==> config.mk <==
export PLATFORM = sky130hd
export DESIGN_NAME = cop_core
export DESIGN_NICKNAME = d
export VERILOG_FILES = /design/src/cop_pkg.sv /design/src/cop_bit_timer.sv /design/src/cop_core.sv
export SDC_FILE = /design/constraint.sdc
export NUM_CORES = 1
export LEC_CHECK = 0
export BUFFER_PORTS_ARGS = -buffer_cell sky130_fd_sc_hd__buf_2
export CORE_ASPECT_RATIO = 1.4
export CORE_MARGIN = 4
export CORE_UTILIZATION = 50
export CTS_CLUSTER_DIAMETER = 120
export DETAILED_ROUTE_END_ITERATION = 6
export PLACE_DENSITY = 0.66
export REMOVE_ABC_BUFFERS = 1
export SLEW_MARGIN = 20
export SYNTH_ARGS = -nofsm -noshare
export SYNTH_HDL_FRONTEND = slang
export SYNTH_SLANG_ARGS = --single-unit
==> constraint.sdc <==
create_clock -name ref_clk -period 4.5 [get_ports ref_clk]
set_clock_uncertainty 0.2 [all_clocks]
set_input_delay 0.225 -clock ref_clk [delete_from_list [all_inputs] [get_ports ref_clk]]
set_output_delay 0.225 -clock ref_clk [all_outputs]
set_load 0.05 [all_outputs]
==> src/cop_pkg.sv <==
// Package with register map, field layout and timing constants for the object page block
// Notes on behaviour
// - Phase two length is quantum times field plus one
// - Phase one length is quantum times field plus one
// - Resync lengthens phase one or shortens phase two
// - Page bits 7-4 choose object, 0 to 14
// - Page bit 3 low enables index auto-increment
// - Control bits 7-6 encode object configuration
// - Control bit 5 flags reply ready
// - Control bit 4 selects extended identifier
// - Length code limited to 0 through 8
// - Received frame overwrites stored length code
// - Length mismatch raises status warning
// - Quantum equals clock times prescaler plus one
// - Jump width is quantum times field plus one
package cop_pkg;
    // Register addresses on the special function register port
    localparam logic [7:0] COP_ADDR_PAGE = 8'hB1;
    localparam logic [7:0] COP_ADDR_STATUS = 8'hB2;
    localparam logic [7:0] COP_ADDR_CTRL = 8'hB3;
    localparam logic [7:0] COP_ADDR_DATA = 8'hFA;
    localparam logic [7:0] COP_ADDR_TIMING = 8'hB6;
    // Reset values
    localparam logic [7:0] COP_PAGE_RST = 8'h00;
    localparam logic [7:0] COP_CTRL_RST = 8'h00;
    localparam logic [7:0] COP_TIMING_RST = 8'h00;
    // Field positions
    localparam int COP_PS2_MSB = 6;
    localparam int COP_PS2_LSB = 4;
    localparam int COP_PS1_MSB = 3;
    localparam int COP_PS1_LSB = 1;
    localparam int COP_TRIPLE_BIT = 0;
    localparam int COP_OBJ_MSB = 7;
    localparam int COP_OBJ_LSB = 4;
    localparam int COP_STEP_BIT = 3;
    localparam int COP_IDX_MSB = 2;
    localparam int COP_IDX_LSB = 0;
    localparam int COP_CFG_MSB = 7;
    localparam int COP_CFG_LSB = 6;
    localparam int COP_REPLY_BIT = 5;
    localparam int COP_EXT_BIT = 4;
    localparam int COP_DLC_MSB = 3;
    localparam int COP_DLC_LSB = 0;
    localparam int COP_WARN_BIT = 7;
    // Object count and length limits
    localparam int COP_NUM_OBJ = 15;
    localparam logic [3:0] COP_MAX_OBJ = 4'hE;
    localparam logic [3:0] COP_MAX_DLC = 4'h8;
    // Configuration codes
    localparam logic [1:0] COP_CFG_OFF = 2'h0;
    localparam logic [1:0] COP_CFG_TX = 2'h1;
    localparam logic [1:0] COP_CFG_RX = 2'h2;
    localparam logic [1:0] COP_CFG_RXBUF = 2'h3;
    // Input synchroniser depth
    localparam int COP_SYNC_STAGES = 3;
    // Bit timer states
    typedef enum logic [1:0] {COP_SYNC, COP_PROP, COP_PH1, COP_PH2} cop_seg_t;
endpackage

==> src/cop_bit_timer.sv <==
// Bit timer: quantum prescaler, segment sequencing, resync and sampling
`timescale 1ns/1ns
module cop_bit_timer (
    input wire logic ref_clk,
    input wire logic resetn,
    input wire logic enable,
    input wire logic [5:0] baud_prescaler,
    input wire logic [2:0] prop_seg,
    input wire logic [1:0] resync_jump_width,
    input wire logic [2:0] phase_seg_one,
    input wire logic [2:0] phase_seg_two,
    input wire logic triple_sample_select,
    input wire logic rx_pin,
    output logic sample_bit,
    output logic sample_strobe,
    output logic bit_start
);
    import cop_pkg::*;

    logic [2:0] rx_sync_reg; // Three-stage pin synchroniser
    logic rx_state_reg; // Debounced bus level
    logic rx_prev_reg; // Level at previous quantum
    logic [5:0] presc_reg; // Clock count within quantum
    logic tq_tick; // One-cycle quantum pulse
    cop_seg_t seg_reg; // Current segment
    logic [4:0] tq_cnt_reg; // Quanta elapsed in segment
    logic [4:0] seg_len_reg; // Length of current segment
    logic [2:0] votes_reg; // Last three quantum samples
    logic edge_seen; // Recessive-to-dominant edge
    logic [4:0] sjw_len; // Jump width in quanta

    // Majority of three samples
    function automatic logic maj3(input logic [2:0] v);
        maj3 = (v[0] & v[1]) | (v[0] & v[2]) | (v[1] & v[2]);
    endfunction

    assign sjw_len = {3'h0, resync_jump_width} + 5'h01;
    assign tq_tick = (presc_reg == baud_prescaler);
    assign edge_seen = tq_tick & rx_prev_reg & ~rx_state_reg;

    // Pin synchroniser; stage one feeds only stage two
    always_ff @(posedge ref_clk or negedge resetn) begin
        if (!resetn) begin
            rx_sync_reg <= 3'h7;
            rx_state_reg <= 1'b1;
        end else begin
            rx_sync_reg <= {rx_sync_reg[1:0], rx_pin};
            // Accept a change once stages two and three agree
            if (rx_sync_reg[1] == rx_sync_reg[2]) begin
                rx_state_reg <= rx_sync_reg[2];
            end
        end
    end

    // Quantum prescaler, period is prescaler plus one clocks
    always_ff @(posedge ref_clk or negedge resetn) begin
        if (!resetn) begin
            presc_reg <= 6'h00;
        end else if (!enable || tq_tick) begin
            presc_reg <= 6'h00;
        end else begin
            presc_reg <= presc_reg + 6'h01;
        end
    end

    // Bus level history and vote window
    always_ff @(posedge ref_clk or negedge resetn) begin
        if (!resetn) begin
            rx_prev_reg <= 1'b1;
            votes_reg <= 3'h7;
        end else if (tq_tick) begin
            rx_prev_reg <= rx_state_reg;
            votes_reg <= {votes_reg[1:0], rx_state_reg};
        end
    end

    // Segment sequencer with resynchronisation
    always_ff @(posedge ref_clk or negedge resetn) begin
        if (!resetn) begin
            seg_reg <= COP_SYNC;
            tq_cnt_reg <= 5'h00;
            seg_len_reg <= 5'h01;
        end else if (!enable) begin
            seg_reg <= COP_SYNC;
            tq_cnt_reg <= 5'h00;
            seg_len_reg <= 5'h01;
        end else if (tq_tick) begin
            case (seg_reg)
                COP_SYNC: begin
                    seg_reg <= COP_PROP;
                    tq_cnt_reg <= 5'h00;
                    seg_len_reg <= {2'h0, prop_seg} + 5'h01;
                end
                COP_PROP: begin
                    if (tq_cnt_reg + 5'h01 >= seg_len_reg) begin
                        seg_reg <= COP_PH1;
                        tq_cnt_reg <= 5'h00;
                        seg_len_reg <= {2'h0, phase_seg_one} + 5'h01;
                    end else begin
                        tq_cnt_reg <= tq_cnt_reg + 5'h01;
                    end
                end
                COP_PH1: begin
                    if (edge_seen) begin
                        // Late edge: lengthen phase one by the full jump width
                        seg_len_reg <= seg_len_reg + sjw_len;
                        tq_cnt_reg <= tq_cnt_reg + 5'h01;
                    end else if (tq_cnt_reg + 5'h01 >= seg_len_reg) begin
                        seg_reg <= COP_PH2;
                        tq_cnt_reg <= 5'h00;
                        seg_len_reg <= {2'h0, phase_seg_two} + 5'h01;
                    end else begin
                        tq_cnt_reg <= tq_cnt_reg + 5'h01;
                    end
                end
                default: begin
                    // Early edge: cut phase two short, restart bit
                    if (edge_seen || tq_cnt_reg + 5'h01 >= seg_len_reg) begin
                        seg_reg <= COP_SYNC;
                        tq_cnt_reg <= 5'h00;
                        seg_len_reg <= 5'h01;
                    end else begin
                        tq_cnt_reg <= tq_cnt_reg + 5'h01;
                    end
                end
            endcase
        end
    end

    // Sample point at end of phase one
    always_ff @(posedge ref_clk or negedge resetn) begin
        if (!resetn) begin
            sample_bit <= 1'b1;
            sample_strobe <= 1'b0;
            bit_start <= 1'b0;
        end else begin
            sample_strobe <= 1'b0;
            bit_start <= tq_tick && enable && seg_reg == COP_SYNC;
            if (enable && tq_tick && seg_reg == COP_PH1 && !edge_seen
                && tq_cnt_reg + 5'h01 >= seg_len_reg) begin
                sample_strobe <= 1'b1;
                // Majority vote only when triple sampling chosen
                sample_bit <= triple_sample_select ? maj3(votes_reg) : rx_state_reg;
            end
        end
    end
endmodule

==> src/cop_core.sv <==
// Object page select, control/length window, data window and phase timing registers
`timescale 1ns/1ns
module cop_core #(
    parameter int NUM_OBJ = 15
) (
    input wire logic ref_clk,
    input wire logic resetn,
    input wire logic [7:0] sfr_addr,
    input wire logic [7:0] sfr_wdata,
    input wire logic sfr_wr,
    input wire logic sfr_rd,
    output logic [7:0] sfr_rdata,
    input wire logic controller_active_bit,
    input wire logic [5:0] baud_prescaler,
    input wire logic [1:0] resync_jump_width,
    input wire logic [2:0] prop_seg,
    input wire logic rx_pin,
    input wire logic rx_frame_done,
    input wire logic [3:0] rx_obj,
    input wire logic [3:0] rx_length,
    output logic [NUM_OBJ-1:0] object_active_regs,
    output logic [1:0] sel_object_config,
    output logic sel_reply_ready_flag,
    output logic sel_extended_format_select,
    output logic sample_bit,
    output logic sample_strobe,
    output logic bit_start
);
    import cop_pkg::*;

    logic [7:0] page_reg; // Object select, step disable, byte pointer
    logic [7:0] timing_reg; // Phase timing register
    logic [7:0] ctrl_reg [NUM_OBJ]; // Per-object control and length
    logic [7:0] data_mem [NUM_OBJ][8]; // Per-object data bytes
    logic [NUM_OBJ-1:0] len_warn_reg; // Per-object length warning
    logic [3:0] object_select;
    logic index_step_disable;
    logic [2:0] data_byte_pointer;
    logic obj_ok; // Selected object exists
    logic data_access; // Read or write of data window
    logic [3:0] rx_len_lim; // Received length clipped to eight

    // Limit a length code to the legal range
    function automatic logic [3:0] clip_len(input logic [3:0] l);
        clip_len = (l > COP_MAX_DLC) ? COP_MAX_DLC : l;
    endfunction

    assign object_select = page_reg[COP_OBJ_MSB:COP_OBJ_LSB];
    assign index_step_disable = page_reg[COP_STEP_BIT];
    assign data_byte_pointer = page_reg[COP_IDX_MSB:COP_IDX_LSB];
    assign obj_ok = (object_select <= COP_MAX_OBJ);
    assign data_access = (sfr_wr || sfr_rd) && sfr_addr == COP_ADDR_DATA;
    assign rx_len_lim = clip_len(rx_length);

    // Page register and byte pointer stepping
    always_ff @(posedge ref_clk or negedge resetn) begin
        if (!resetn) begin
            page_reg <= COP_PAGE_RST;
        end else if (sfr_wr && sfr_addr == COP_ADDR_PAGE) begin
            page_reg <= sfr_wdata;
        end else if (data_access && !index_step_disable) begin
            // Pointer wraps seven to zero by its width
            page_reg[COP_IDX_MSB:COP_IDX_LSB] <= data_byte_pointer + 3'h1;
        end
    end

    // Phase timing register; writes ignored while controller runs
    always_ff @(posedge ref_clk or negedge resetn) begin
        if (!resetn) begin
            timing_reg <= COP_TIMING_RST;
        end else if (sfr_wr && sfr_addr == COP_ADDR_TIMING && !controller_active_bit) begin
            timing_reg <= {1'b0, sfr_wdata[6:0]};
        end
    end

    // Per-object control, active bits, length update and warning
    always_ff @(posedge ref_clk or negedge resetn) begin
        if (!resetn) begin
            for (int i = 0; i < NUM_OBJ; i++) begin
                ctrl_reg[i] <= COP_CTRL_RST;
            end
            object_active_regs <= '0;
            len_warn_reg <= '0;
        end else begin
            if (rx_frame_done && rx_obj <= COP_MAX_OBJ) begin
                // Warn when incoming length differs from expected
                if (rx_len_lim != ctrl_reg[rx_obj][COP_DLC_MSB:COP_DLC_LSB]) begin
                    len_warn_reg[rx_obj] <= 1'b1;
                end else begin
                    len_warn_reg[rx_obj] <= 1'b0;
                end
                ctrl_reg[rx_obj][COP_DLC_MSB:COP_DLC_LSB] <= rx_len_lim;
            end
            // Software write follows so frame update of other objects is kept
            if (sfr_wr && sfr_addr == COP_ADDR_CTRL && obj_ok) begin
                ctrl_reg[object_select] <= {sfr_wdata[7:4], clip_len(sfr_wdata[3:0])};
                // Active bit only follows a configuration write
                object_active_regs[object_select] <=
                    (sfr_wdata[COP_CFG_MSB:COP_CFG_LSB] != COP_CFG_OFF);
            end
        end
    end

    // Data window storage, no reset needed for payload
    always_ff @(posedge ref_clk) begin
        if (sfr_wr && sfr_addr == COP_ADDR_DATA && obj_ok) begin
            data_mem[object_select][data_byte_pointer] <= sfr_wdata;
        end
    end

    // Read multiplexer; unmapped addresses read zero
    always_comb begin
        sfr_rdata = 8'h00;
        if (sfr_addr == COP_ADDR_PAGE) begin
            sfr_rdata = page_reg;
        end else if (sfr_addr == COP_ADDR_CTRL && obj_ok) begin
            sfr_rdata = ctrl_reg[object_select];
        end else if (sfr_addr == COP_ADDR_STATUS && obj_ok) begin
            sfr_rdata[COP_WARN_BIT] = len_warn_reg[object_select];
        end else if (sfr_addr == COP_ADDR_DATA && obj_ok) begin
            sfr_rdata = data_mem[object_select][data_byte_pointer];
        end else if (sfr_addr == COP_ADDR_TIMING) begin
            sfr_rdata = timing_reg;
        end
    end

    // Selected object's decoded control fields
    always_comb begin
        sel_object_config = COP_CFG_OFF;
        sel_reply_ready_flag = 1'b0;
        sel_extended_format_select = 1'b0;
        if (obj_ok) begin
            sel_object_config = ctrl_reg[object_select][COP_CFG_MSB:COP_CFG_LSB];
            sel_reply_ready_flag = ctrl_reg[object_select][COP_REPLY_BIT];
            sel_extended_format_select = ctrl_reg[object_select][COP_EXT_BIT];
        end
    end

    // Bit timer driven from the phase timing fields
    cop_bit_timer u_timer (
        .ref_clk(ref_clk),
        .resetn(resetn),
        .enable(controller_active_bit),
        .baud_prescaler(baud_prescaler),
        .prop_seg(prop_seg),
        .resync_jump_width(resync_jump_width),
        .phase_seg_one(timing_reg[COP_PS1_MSB:COP_PS1_LSB]),
        .phase_seg_two(timing_reg[COP_PS2_MSB:COP_PS2_LSB]),
        .triple_sample_select(timing_reg[COP_TRIPLE_BIT]),
        .rx_pin(rx_pin),
        .sample_bit(sample_bit),
        .sample_strobe(sample_strobe),
        .bit_start(bit_start)
    );
endmodule

* Yosys cells after proc, flatten, opt, wreduce, memory -nomap -nowiden
Memory sizes are Yosys's and may differ from the RTL's.
Index checks and enable logic that the tools add are counted.
Widths: inputs -> output; s select.
** Cells by class
- Add/subtract/negate cells :: 8
- $lt $le $gt $ge :: 15
- Equality and inequality tests :: 16
- Mux-type cells :: 65
- Bitwise gates (word level) :: 14
- Reduce and logical (&&, ||, !) cells :: 34
** Operators by type and width (count)
- $bwmux 120 :: 2
- $mux 120 :: 2
- $mux 8 :: 9
- $bmux 8 s4 :: 2
- $demux 8 s4 :: 2
- $mux 64 :: 1
- $mux 5 :: 11
- $eq 8x8->1 const B :: 5
- $pmux 5 s3 :: 2
- $bmux 8 s3 :: 1
- $demux 8 s3 :: 1
- $logic_and 1x1->1 :: 23
- $mux 4 :: 5
- $and 15x15->15 :: 1
- $bwmux 15 :: 1
- $mux 15 :: 1
- $not 15->15 :: 1
- $or 15x15->15 :: 1
- $mux 2 :: 7
- $mux 7 :: 2
- $add 3x1->4 const B :: 3
- $ge 5x5->1 const B :: 2
- $lt 4x5->1 const B :: 2
- $lt 5x1->1 const B :: 2
- other kinds (38) :: 63
** Word-level totals
- Register bits after elaboration :: 194
- Memory bits (writable) :: 960
- Input bits :: 42
- Logic and storage cells :: 184
- Memories :: 1
** Memories
- data_mem :: words 15, bits a word 64, read ports 1, clocked after Yosys merged registers in 0, write ports 1, RTL line cop_core.sv:34 : logic [7:0] data_mem [NUM_OBJ][8];

* Depth between registers and ports, before layout
Gate-level depths: netlist (run 1).
- Depth after elaboration :: 9
- Mapped depth :: 12
- Mapped depth without buffers :: 10

* Hierarchy
Synthesis (run 1) repeated with hierarchy kept, for this count alone.
** Second synthesis, totals
- Cell total of the unflattened synthesis :: 2791
- Area, all modules :: 47948.5 um^2
** By module, submodules not included
- cop_core :: instances 1, cells an instance 2605, area an instance 46124.2 um^2, seq. area each 32956.6 um^2
- cop_bit_timer :: instances 1, cells an instance 186, area an instance 1824.2 um^2, seq. area each 711.9 um^2

* Worst setup path before layout (run 1)
No wires, ideal clock.
- Path kind :: register to output
- From :: reg page_reg[4]
- To :: out sfr_rdata[1]
- Arrival time :: 2977 ps
- Required time :: 4075 ps
- Path slack :: 1098 ps
- Cell stages (with the launch flop) :: 13
- Path through :: dfrtp_1 > buf_6 > buf_6 > buf_6 > buf_6 > buf_4 > buf_2 > mux2i_1 > a22oi_1 > nand3_1 > a21oi_1 > a2111oi_0 > nor3_1
** Between the ends
- Longest elaborated chain between the ends :: 8
- Elaborated cells between the ends (all ways) :: 16
- Those cells by class :: 1 x order compare; 10 x mux; 1 x bitwise; 3 x reduce/logical; 1 x memory
** Ends and longest elaborated chain
- start, declared :: RTL line cop_core.sv:31 : logic [7:0] page_reg;
- start signal, assigned :: RTL line cop_core.sv:60 : page_reg <= sfr_wdata;
- start signal, assigned by index :: RTL line cop_core.sv:63 : page_reg[COP_IDX_MSB:COP_IDX_LSB] <= data_byte_pointer + 3'h1;
- $mem_v2 15x64
- $bmux 8 s3 :: RTL line cop_core.sv:121 : sfr_rdata = data_mem[object_select][data_byte_pointer];
- $mux 8 (not written as such) (2 in a row) :: RTL line cop_core.sv:121
- $mux 8 :: RTL line cop_core.sv:120 : end else if (sfr_addr == COP_ADDR_DATA && obj_ok) begin
- $mux 7 :: RTL line cop_core.sv:118 : end else if (sfr_addr == COP_ADDR_STATUS && obj_ok) begin
- $mux 8 * :: RTL line cop_core.sv:116 : end else if (sfr_addr == COP_ADDR_CTRL && obj_ok) begin
- $mux 8 * :: RTL line cop_core.sv:114 : if (sfr_addr == COP_ADDR_PAGE) begin
- end, declared :: RTL line cop_core.sv:12 : output logic [7:0] sfr_rdata,
Every way passes the cells marked *; elsewhere a longest branch is shown, timed or not. The select of a mux whose other input is x is not followed.

* Worst setup path after layout (run 1)
- From :: reg page_reg[6]
- To :: out sfr_rdata[4]
Same word-level chain as after synthesis.

==> results of run 1 <==
==> worst max-delay path: cells and delay by family (launching register included) <==
kind	cells	cell delay (ns)
AND/OR/NAND/NOR	2	0.69
buffers and inverters	2	0.60
AO/OA/AOI/OAI	5	1.33
flip-flops	1	0.73
==> power by group <==
| group | switching [mW] | internal, mW | total (mW) |
|---|---|---|---|
| Sequential | 0.153 | 11.7 | 11.9 |
| Combinational | 1.11 | 0.686 | 1.80 |
| Clock | 3.92 | 5.15 | 9.07 |
==> metrics by stage <==
stage	setup WS [ns]	utilization [%]
2_1_floorplan	-10.94	-
5_1_grt	0.000520	57.7
3_5_place_dp	0.259	53.5
4_1_cts	0.0120	57.6
3_3_place_gp	0.237	53.5
6_report	0.00125	57.7
==> routing by layer <==
layer,vias to the layer above,part of all wire [%],track usage (%)
met5,-,0,0
met4,0,5.8,13.1
met3,330,7.4,4.55
met2,1407,50,44.7
met1,14404,36,32.5
li1,11748,-,-
==> final cells by class <==
cell class / instances / area [µm²]
Sequential cell: 1153 / 33700
Clock buffer: 138 / 2840
Clock inverter: 58 / 652
Tap cell: 1224 / 1530
Fill cell: 7162 / 40400
Multi-Input combinational cell: 1511 / 13700
Inverter: 24 / 92.6
Timing Repair Buffer: 327 / 2630
==> cells by family (layout without fill, tap and decap cells) <==
logic type	count (synthesis)	after routing	share of synthesized area, %
AOI/OAI and AO/OA	376	376	4.80
xor gates and xnor gates	27	27	0.490
adders and majority gates	21	21	0.549
buffers and inverters	213	547	2.15
DFF	1153	1153	69.7
muxes	530	530	17.2
and+or+nand+nor	557	557	5.09
==> worst max-delay path by stage <==
stage	slack (ns)	to
CTS	0.01	sfr_rdata[6]
floorplan	-10.94	sfr_rdata[4]
finish	0.001	sfr_rdata[4]
detailed placement	0.26	sfr_rdata[4]
global route	0.0005	sfr_rdata[5]
global placement	0.24	sfr_rdata[4]
==> cell usage in the layout (no fill, tap or decap), types with 106 or more instances in the layout <==
cell type | Yosys | routed
dfrtp_1 | 184 | 179
buf_4 | 25 | 220
mux4_2 | 230 | 230
o21ai_0 | 109 | 108
clkbuf_16 | 0 | 106
nor2_1 | 243 | 243
nand2_1 | 156 | 156
a21oi_1 | 117 | 117
mux2i_1 | 208 | 204
edfxtp_1 | 960 | 960
==> repair_timing <==
action / 4_1_cts / 5_1_grt
hold endpoints to repair: 392 / 0
hold buffers: 25 / 0
gates resized for setup: 16 / 14
pin swaps: 0 / 1
setup buffers: 7 / 1
gates cloned: 0 / 0
endpoints found under the setup margin: 8 / 8
==> impl_metrics.csv, run 1 <==
group,metric,value,unit
timing,fin_tns_setup,0,ns
worst_setup_path,cp.required,4.07,ns
die,ios,72,
worst_setup_path,crit_path_start_kind,"flop",
clock_network,cts-root-buf,"clkbuf_16",
grt,grt_pass1_wl,196000,µm
pwr,leakagePower,19.0,nW
die,dieArea,102000,µm²
yosys,syn_inst,2877,
detailed_routing,ant_nets,0,
worst_setup_path,worst-setup-path-type,"flop to output port",
pwr,ir_worst_vdd,0.000319,V
grt,grt_max_degree,128,
timing,hold_slack,0.0233,ns
grt,antenna_found_initial,1,
timing,period_share,100,%
yosys,async_reset_ff_share,16.7,%
yosys,yosys.area.top_type,"edfxtp_1",
detailed_routing,via_per_inst,6.29,
worst_setup_path,cp_slowest_cell,"dfrtp_4",
yosys,synth_area_leaders,"edfxtp_1, mux4_2, dfrtp_1, mux2i_1, mux2_2",
final_layout,areaGrowthSynthToFinish,14.2,%
yosys,synth-seq-cells,1153,
place,port_buffers,71,
place,gp_congestion,0.932,
yosys,syn_avg_cell_area,16.8,µm²
grt,gr-total-overflow,0,
place,dpl-instance-area,51200,µm²
final_layout,fin_area,55100,µm²
detailed_routing,wl_per_cell,30.1,µm
yosys,synthTopCellsByCount,"edfxtp_1, nor2_1, mux4_2",
yosys,yosys_warnings,0,
clock_network,clk_latency,0.71,ns
die,die_y,376,µm
timing,setup-violations-final,0,
timing,max_slew.worst_pin.slew,1.16,ns
final_layout,antenna_cells,0,
yosys,synth-main-ff-cell,"edfxtp_1",
yosys,synth_edf_count,960,
worst_hold_path,min_path_type,"input pin to flop",
final_layout,largest_reg_flops,960,
place,placedCellCount,4206,
worst_setup_path,r2r_end,"ctrl_reg[3]",
yosys,synth_top_cell_area_share,59.7,%
place,dpl.hpwl,87800,µm
worst_hold_path,hp-start,"sfr_wdata[5]",
timing,rsz0062_at_grt,"false",
worst_setup_path,critPathMaxFanout,16,
clock_network,cts_buffers,104,
clock_network,h-tree-depth,3,
yosys,synth_cell_type_count,73,
die,core.rowCount,134,
final_layout,final_cells,4435,
run,drv_cap,0,
worst_setup_path,rrSetupSlack,0.48,ns
final_layout,nets,3182,
detailed_routing,drc,0,
timing,fin_crit,4.50,ns
detailed_routing,drtPass1Iterations,5,
die,start_util,50.5,%
worst_hold_path,whs_endpoint,"data_mem[0][21]",
timing,finalMaxSlewViolations,0,
final_layout,final_layout_size_suffix_gt1_share,25.9,%
worst_hold_path,holdPathStages,1,
clock_network,clockBufferDepth,3,
detailed_routing,routed_wl,133000,µm
worst_setup_path,cp.arrival,4.07,ns
detailed_routing,dr.first_iter.drc_count,3024,
worst_setup_path,crit_path_end_kind,"output port",
clock_network,cts.sink_count,1153,
grt,grt_pass1_vias,28357,
timing,hold_viol_final,0,
clock_network,cts_tree,"yes",
worst_setup_path,startpoint,"page_reg[6]",
worst_setup_path,path_cells,"buf_4 -> or2_4 -> o22ai_1 -> a21o_1 -> nand3_1 -> o2111ai_1 -> a211oi_1 -> a21oi_1 -> buf_12",
die,die_width,271,µm
pwr,p_total,22.8,mW
grt,grt_util_all_layers,26.2,%
timing,max_clock_freq,222,MHz
detailed_routing,num_vias,27889,
timing,max_slew_margin,22.9,%
clock_network,cts.clk_slew.worst_paths,0.07,ns
worst_setup_path,max_stage_delay,0.73,ns
worst_setup_path,r2r-start,"page_reg[6]",
yosys,seq_area_frac_synth,69.7,%
yosys,yosysMostFrequentCell,"edfxtp_1",
yosys,syn_area,48300,µm²
worst_setup_path,reg2reg_depth,10,
die,core,95600,µm²
status,status,"finished clean",
pwr,power_density,413,nW/µm²
Note: power is estimated with default switching activity, not from simulation.
==> run 2: changes to the inputs <==
--- a/config.mk
+++ b/config.mk
@@ -5,6 +5,7 @@
 export SDC_FILE = /design/constraint.sdc
 export NUM_CORES = 1
 export LEC_CHECK = 0
+export ABC_AREA = 1
 export BUFFER_PORTS_ARGS = -buffer_cell sky130_fd_sc_hd__buf_2
 export CORE_ASPECT_RATIO = 1.4
 export CORE_MARGIN = 4
==> impl_metrics.csv, run 2 <==
group,metric,value,unit
timing,max_slew_margin,26.7,%
status,status,"finished clean",
final_layout,areaGrowthSynthToFinish,14.1,%
yosys,async_reset_ff_share,16.7,%
yosys,yosys_warnings,0,
worst_setup_path,path_buf_inv,3,
place,dpl-instance-area,51300,µm²
die,core.rowCount,134,
detailed_routing,via_per_inst,5.64,
detailed_routing,drc,0,
die,die_y,376,µm
pwr,leakagePower,21.4,nW
worst_setup_path,path_cells,"buf_4 -> nand2_1 -> nor2_4 -> buf_4 -> nand2_1 -> nand3_1 -> a21oi_1 -> nand2_1 -> nand2_1 -> nand2_1 -> nor2_1 -> nand3_1 -> nand2_1 -> nand3_1 -> buf_2",
final_layout,fin_area,55200,µm²
yosys,yosys.area.top_type,"edfxtp_1",
final_layout,nets,4863,
timing,period_share,96.4,%
run,drv_cap,0,
grt,grt_util_all_layers,27.3,%
grt,antenna_found_initial,1,
worst_setup_path,critPathMaxFanout,30,
place,placedCellCount,5942,
clock_network,cts_buffers,104,
clock_network,clk_latency,0.70,ns
yosys,synth_area_leaders,"edfxtp_1, nand2_1, dfrtp_1, o21ai_0, nor2_1",
grt,grt_max_degree,106,
worst_setup_path,rrSetupSlack,0.90,ns
timing,rsz0062_at_grt,"false",
die,core,95700,µm²
worst_setup_path,cp.required,4.07,ns
yosys,syn_area,48400,µm²
die,die_width,271,µm
timing,hold_viol_final,0,
clock_network,postCtsSetupBuffers,0,
grt,gr-total-overflow,0,
yosys,synth_cell_type_count,43,
worst_setup_path,cpMostUsedCell,"nand2_1",
yosys,synthTopCellsByCount,"nand2_1, edfxtp_1, nor2_1",
worst_setup_path,worst-setup-path-type,"flop to output port",
detailed_routing,routed_wl,141000,µm
clock_network,h-tree-depth,3,
worst_setup_path,cp_slowest_cell,"nor2_4",
die,dieArea,102000,µm²
yosys,synth-seq-cells,1153,
yosys,yosysMostFrequentCell,"nand2_1",
worst_setup_path,max_stage_delay,0.56,ns
worst_setup_path,crit_path_end_kind,"output port",
worst_setup_path,cpLargestDelayFamily,"simple AND/OR/NAND/NOR gates",
place,gp_congestion,0.930,
worst_hold_path,min_path_type,"input pin to flop",
yosys,synth_top_cell_area_share,59.6,%
final_layout,final_cells,6182,
clock_network,cts.sink_count,1153,
detailed_routing,wl_per_cell,22.8,µm
timing,setup-violations-final,0,
yosys,synth-main-ff-cell,"edfxtp_1",
clock_network,cts-root-buf,"clkbuf_16",
detailed_routing,num_vias,34894,
worst_hold_path,holdPathStages,1,
clock_network,clockBufferDepth,3,
place,dpl.hpwl,86700,µm
grt,grt_pass1_vias,33634,
die,ios,72,
clock_network,cts.clk_slew.worst_paths,0.06,ns
worst_setup_path,path_depth,15,
detailed_routing,drtPass1Iterations,6,
place,port_buffers,71,
die,start_util,50.6,%
pwr,ir_worst_vdd,0.000305,V
final_layout,final_common_cell,"nand2_1",
timing,finalMaxSlewViolations,0,
worst_setup_path,crit_path_start_kind,"flop",
clock_network,cts_tree,"yes",
detailed_routing,ant_nets,0,
timing,max_slew.worst_pin.slew,1.10,ns
final_layout,largest_reg_flops,960,
yosys,seq_area_frac_synth,69.6,%
yosys,syn_inst,4583,
worst_setup_path,reg2reg_depth,8,
timing,fin_crit,4.34,ns
final_layout,final_cell_mix,"nand2_1, edfxtp_1, nor2_1",
yosys,syn_avg_cell_area,10.6,µm²
final_layout,final_layout_size_suffix_gt1_share,9.73,%
worst_setup_path,cp.arrival,3.91,ns
detailed_routing,dr.first_iter.drc_count,3808,
timing,max_clock_freq,230,MHz
grt,grt_pass1_wl,210000,µm
pwr,power_density,415,nW/µm²
yosys,synth_edf_count,960,
final_layout,antenna_cells,0,
[run 2: cell count changes in the layout (fill, tap and decap cells not counted), moves of 40 or more]
cell	before	now
nand2_1	156	1988
mux4_2	230	0
mux2i_1	204	0
nand3_1	52	173
inv_1	22	140
o21ai_0	108	214
mux2_2	92	0
nand4_1	2	85
a22oi_1	22	82
o211ai_1	9	49
[run 2: final timing paths]
check | end | start
setup / recovery | sfr_rdata[1] | page_reg[4]
hold / removal | data_mem[5][2] | sfr_wdata[2]
setup reg to reg | data_mem[6][44] | page_reg[4]
hold reg to reg | u_timer.rx_sync_reg[1] | u_timer.rx_sync_reg[0]
max in group asynchronous | ctrl_reg[33] | resetn
min in group asynchronous | u_timer.presc_reg[0] | resetn
[run 2: cell families after synthesis]
group | after synthesis | synth area share (%)
AO/OA/AOI/OAI | 487 | 5.82
AND/OR/NAND/NOR | 2550 | 20.9
buffers and inverters | 360 | 3.00
adder cells (fa/ha/maj) | 21 | 0.548
XOR/XNOR | 12 | 0.217
flip-flops | 1153 | 69.6
[run 2: repair_timing]
item                       CTS  global route
hold endpoints to repair   397             0
setup endpoints to repair    2             7
hold buffers                46             0
gates resized for setup      3             6
[run 2: final cells by class]
| type | instances | area, µm² |
|---|---|---|
| Clock buffer | 126 | 2780 |
| Multi-Input combinational cell | 3070 | 13300 |
| Inverter | 163 | 623 |
| Tap cell | 1292 | 1620 |
| Clock inverter | 68 | 683 |
| Fill cell | 7857 | 40500 |
| Sequential cell | 1153 | 33700 |
| Timing Repair Buffer | 310 | 2500 |
[run 2: stage by stage]
stage | utilization, % | worst slack [ns] | hold slack (ns) | setup TNS (ns) | power [mW]
finish | 57.7 | 0.162 | 0.0182 | 0 | 22.9
global route | 57.7 | 0.0260 | 0.0337 | 0 | 23.6
CTS | 57.7 | 0.0739 | 0.00368 | 0 | 23.0
detailed placement | 53.6 | 0.486 | 0.143 | 0 | 14.0
global placement | 53.6 | 0.506 | 0.144 | 0 | 14.0
floorplan | - | -8.09 | -0.271 | -2803.18 | 13.1
[run 2: worst reg2reg max path: stages, from the launching register on]
cell and delay [ns]:
dfrtp_4 0.58, buf_8 0.24, nor2_4 0.21, buf_12 0.24
buf_12 0.27, inv_1 0.14, nor2_1 0.20, inv_1 0.45
nor2_1 0.70
[run 2: where the power goes]
group / switching, mW / leakage [nW] / total (mW) / internal [mW]
Clock: 3.92 / 1.70 / 9.06 / 5.14
Combinational: 1.32 / 8.61 / 1.88 / 0.553
Sequential: 0.185 / 11.1 / 12.0 / 11.8
Total: 5.43 / 21.4 / 22.9 / 17.5
[run 2: metal layers]
layer	GRT usage [%]	wire length (µm)
met1	34.1	52300
met2	46.4	69100
met3	4.30	11400
met4	13.8	7830
met5	0	13
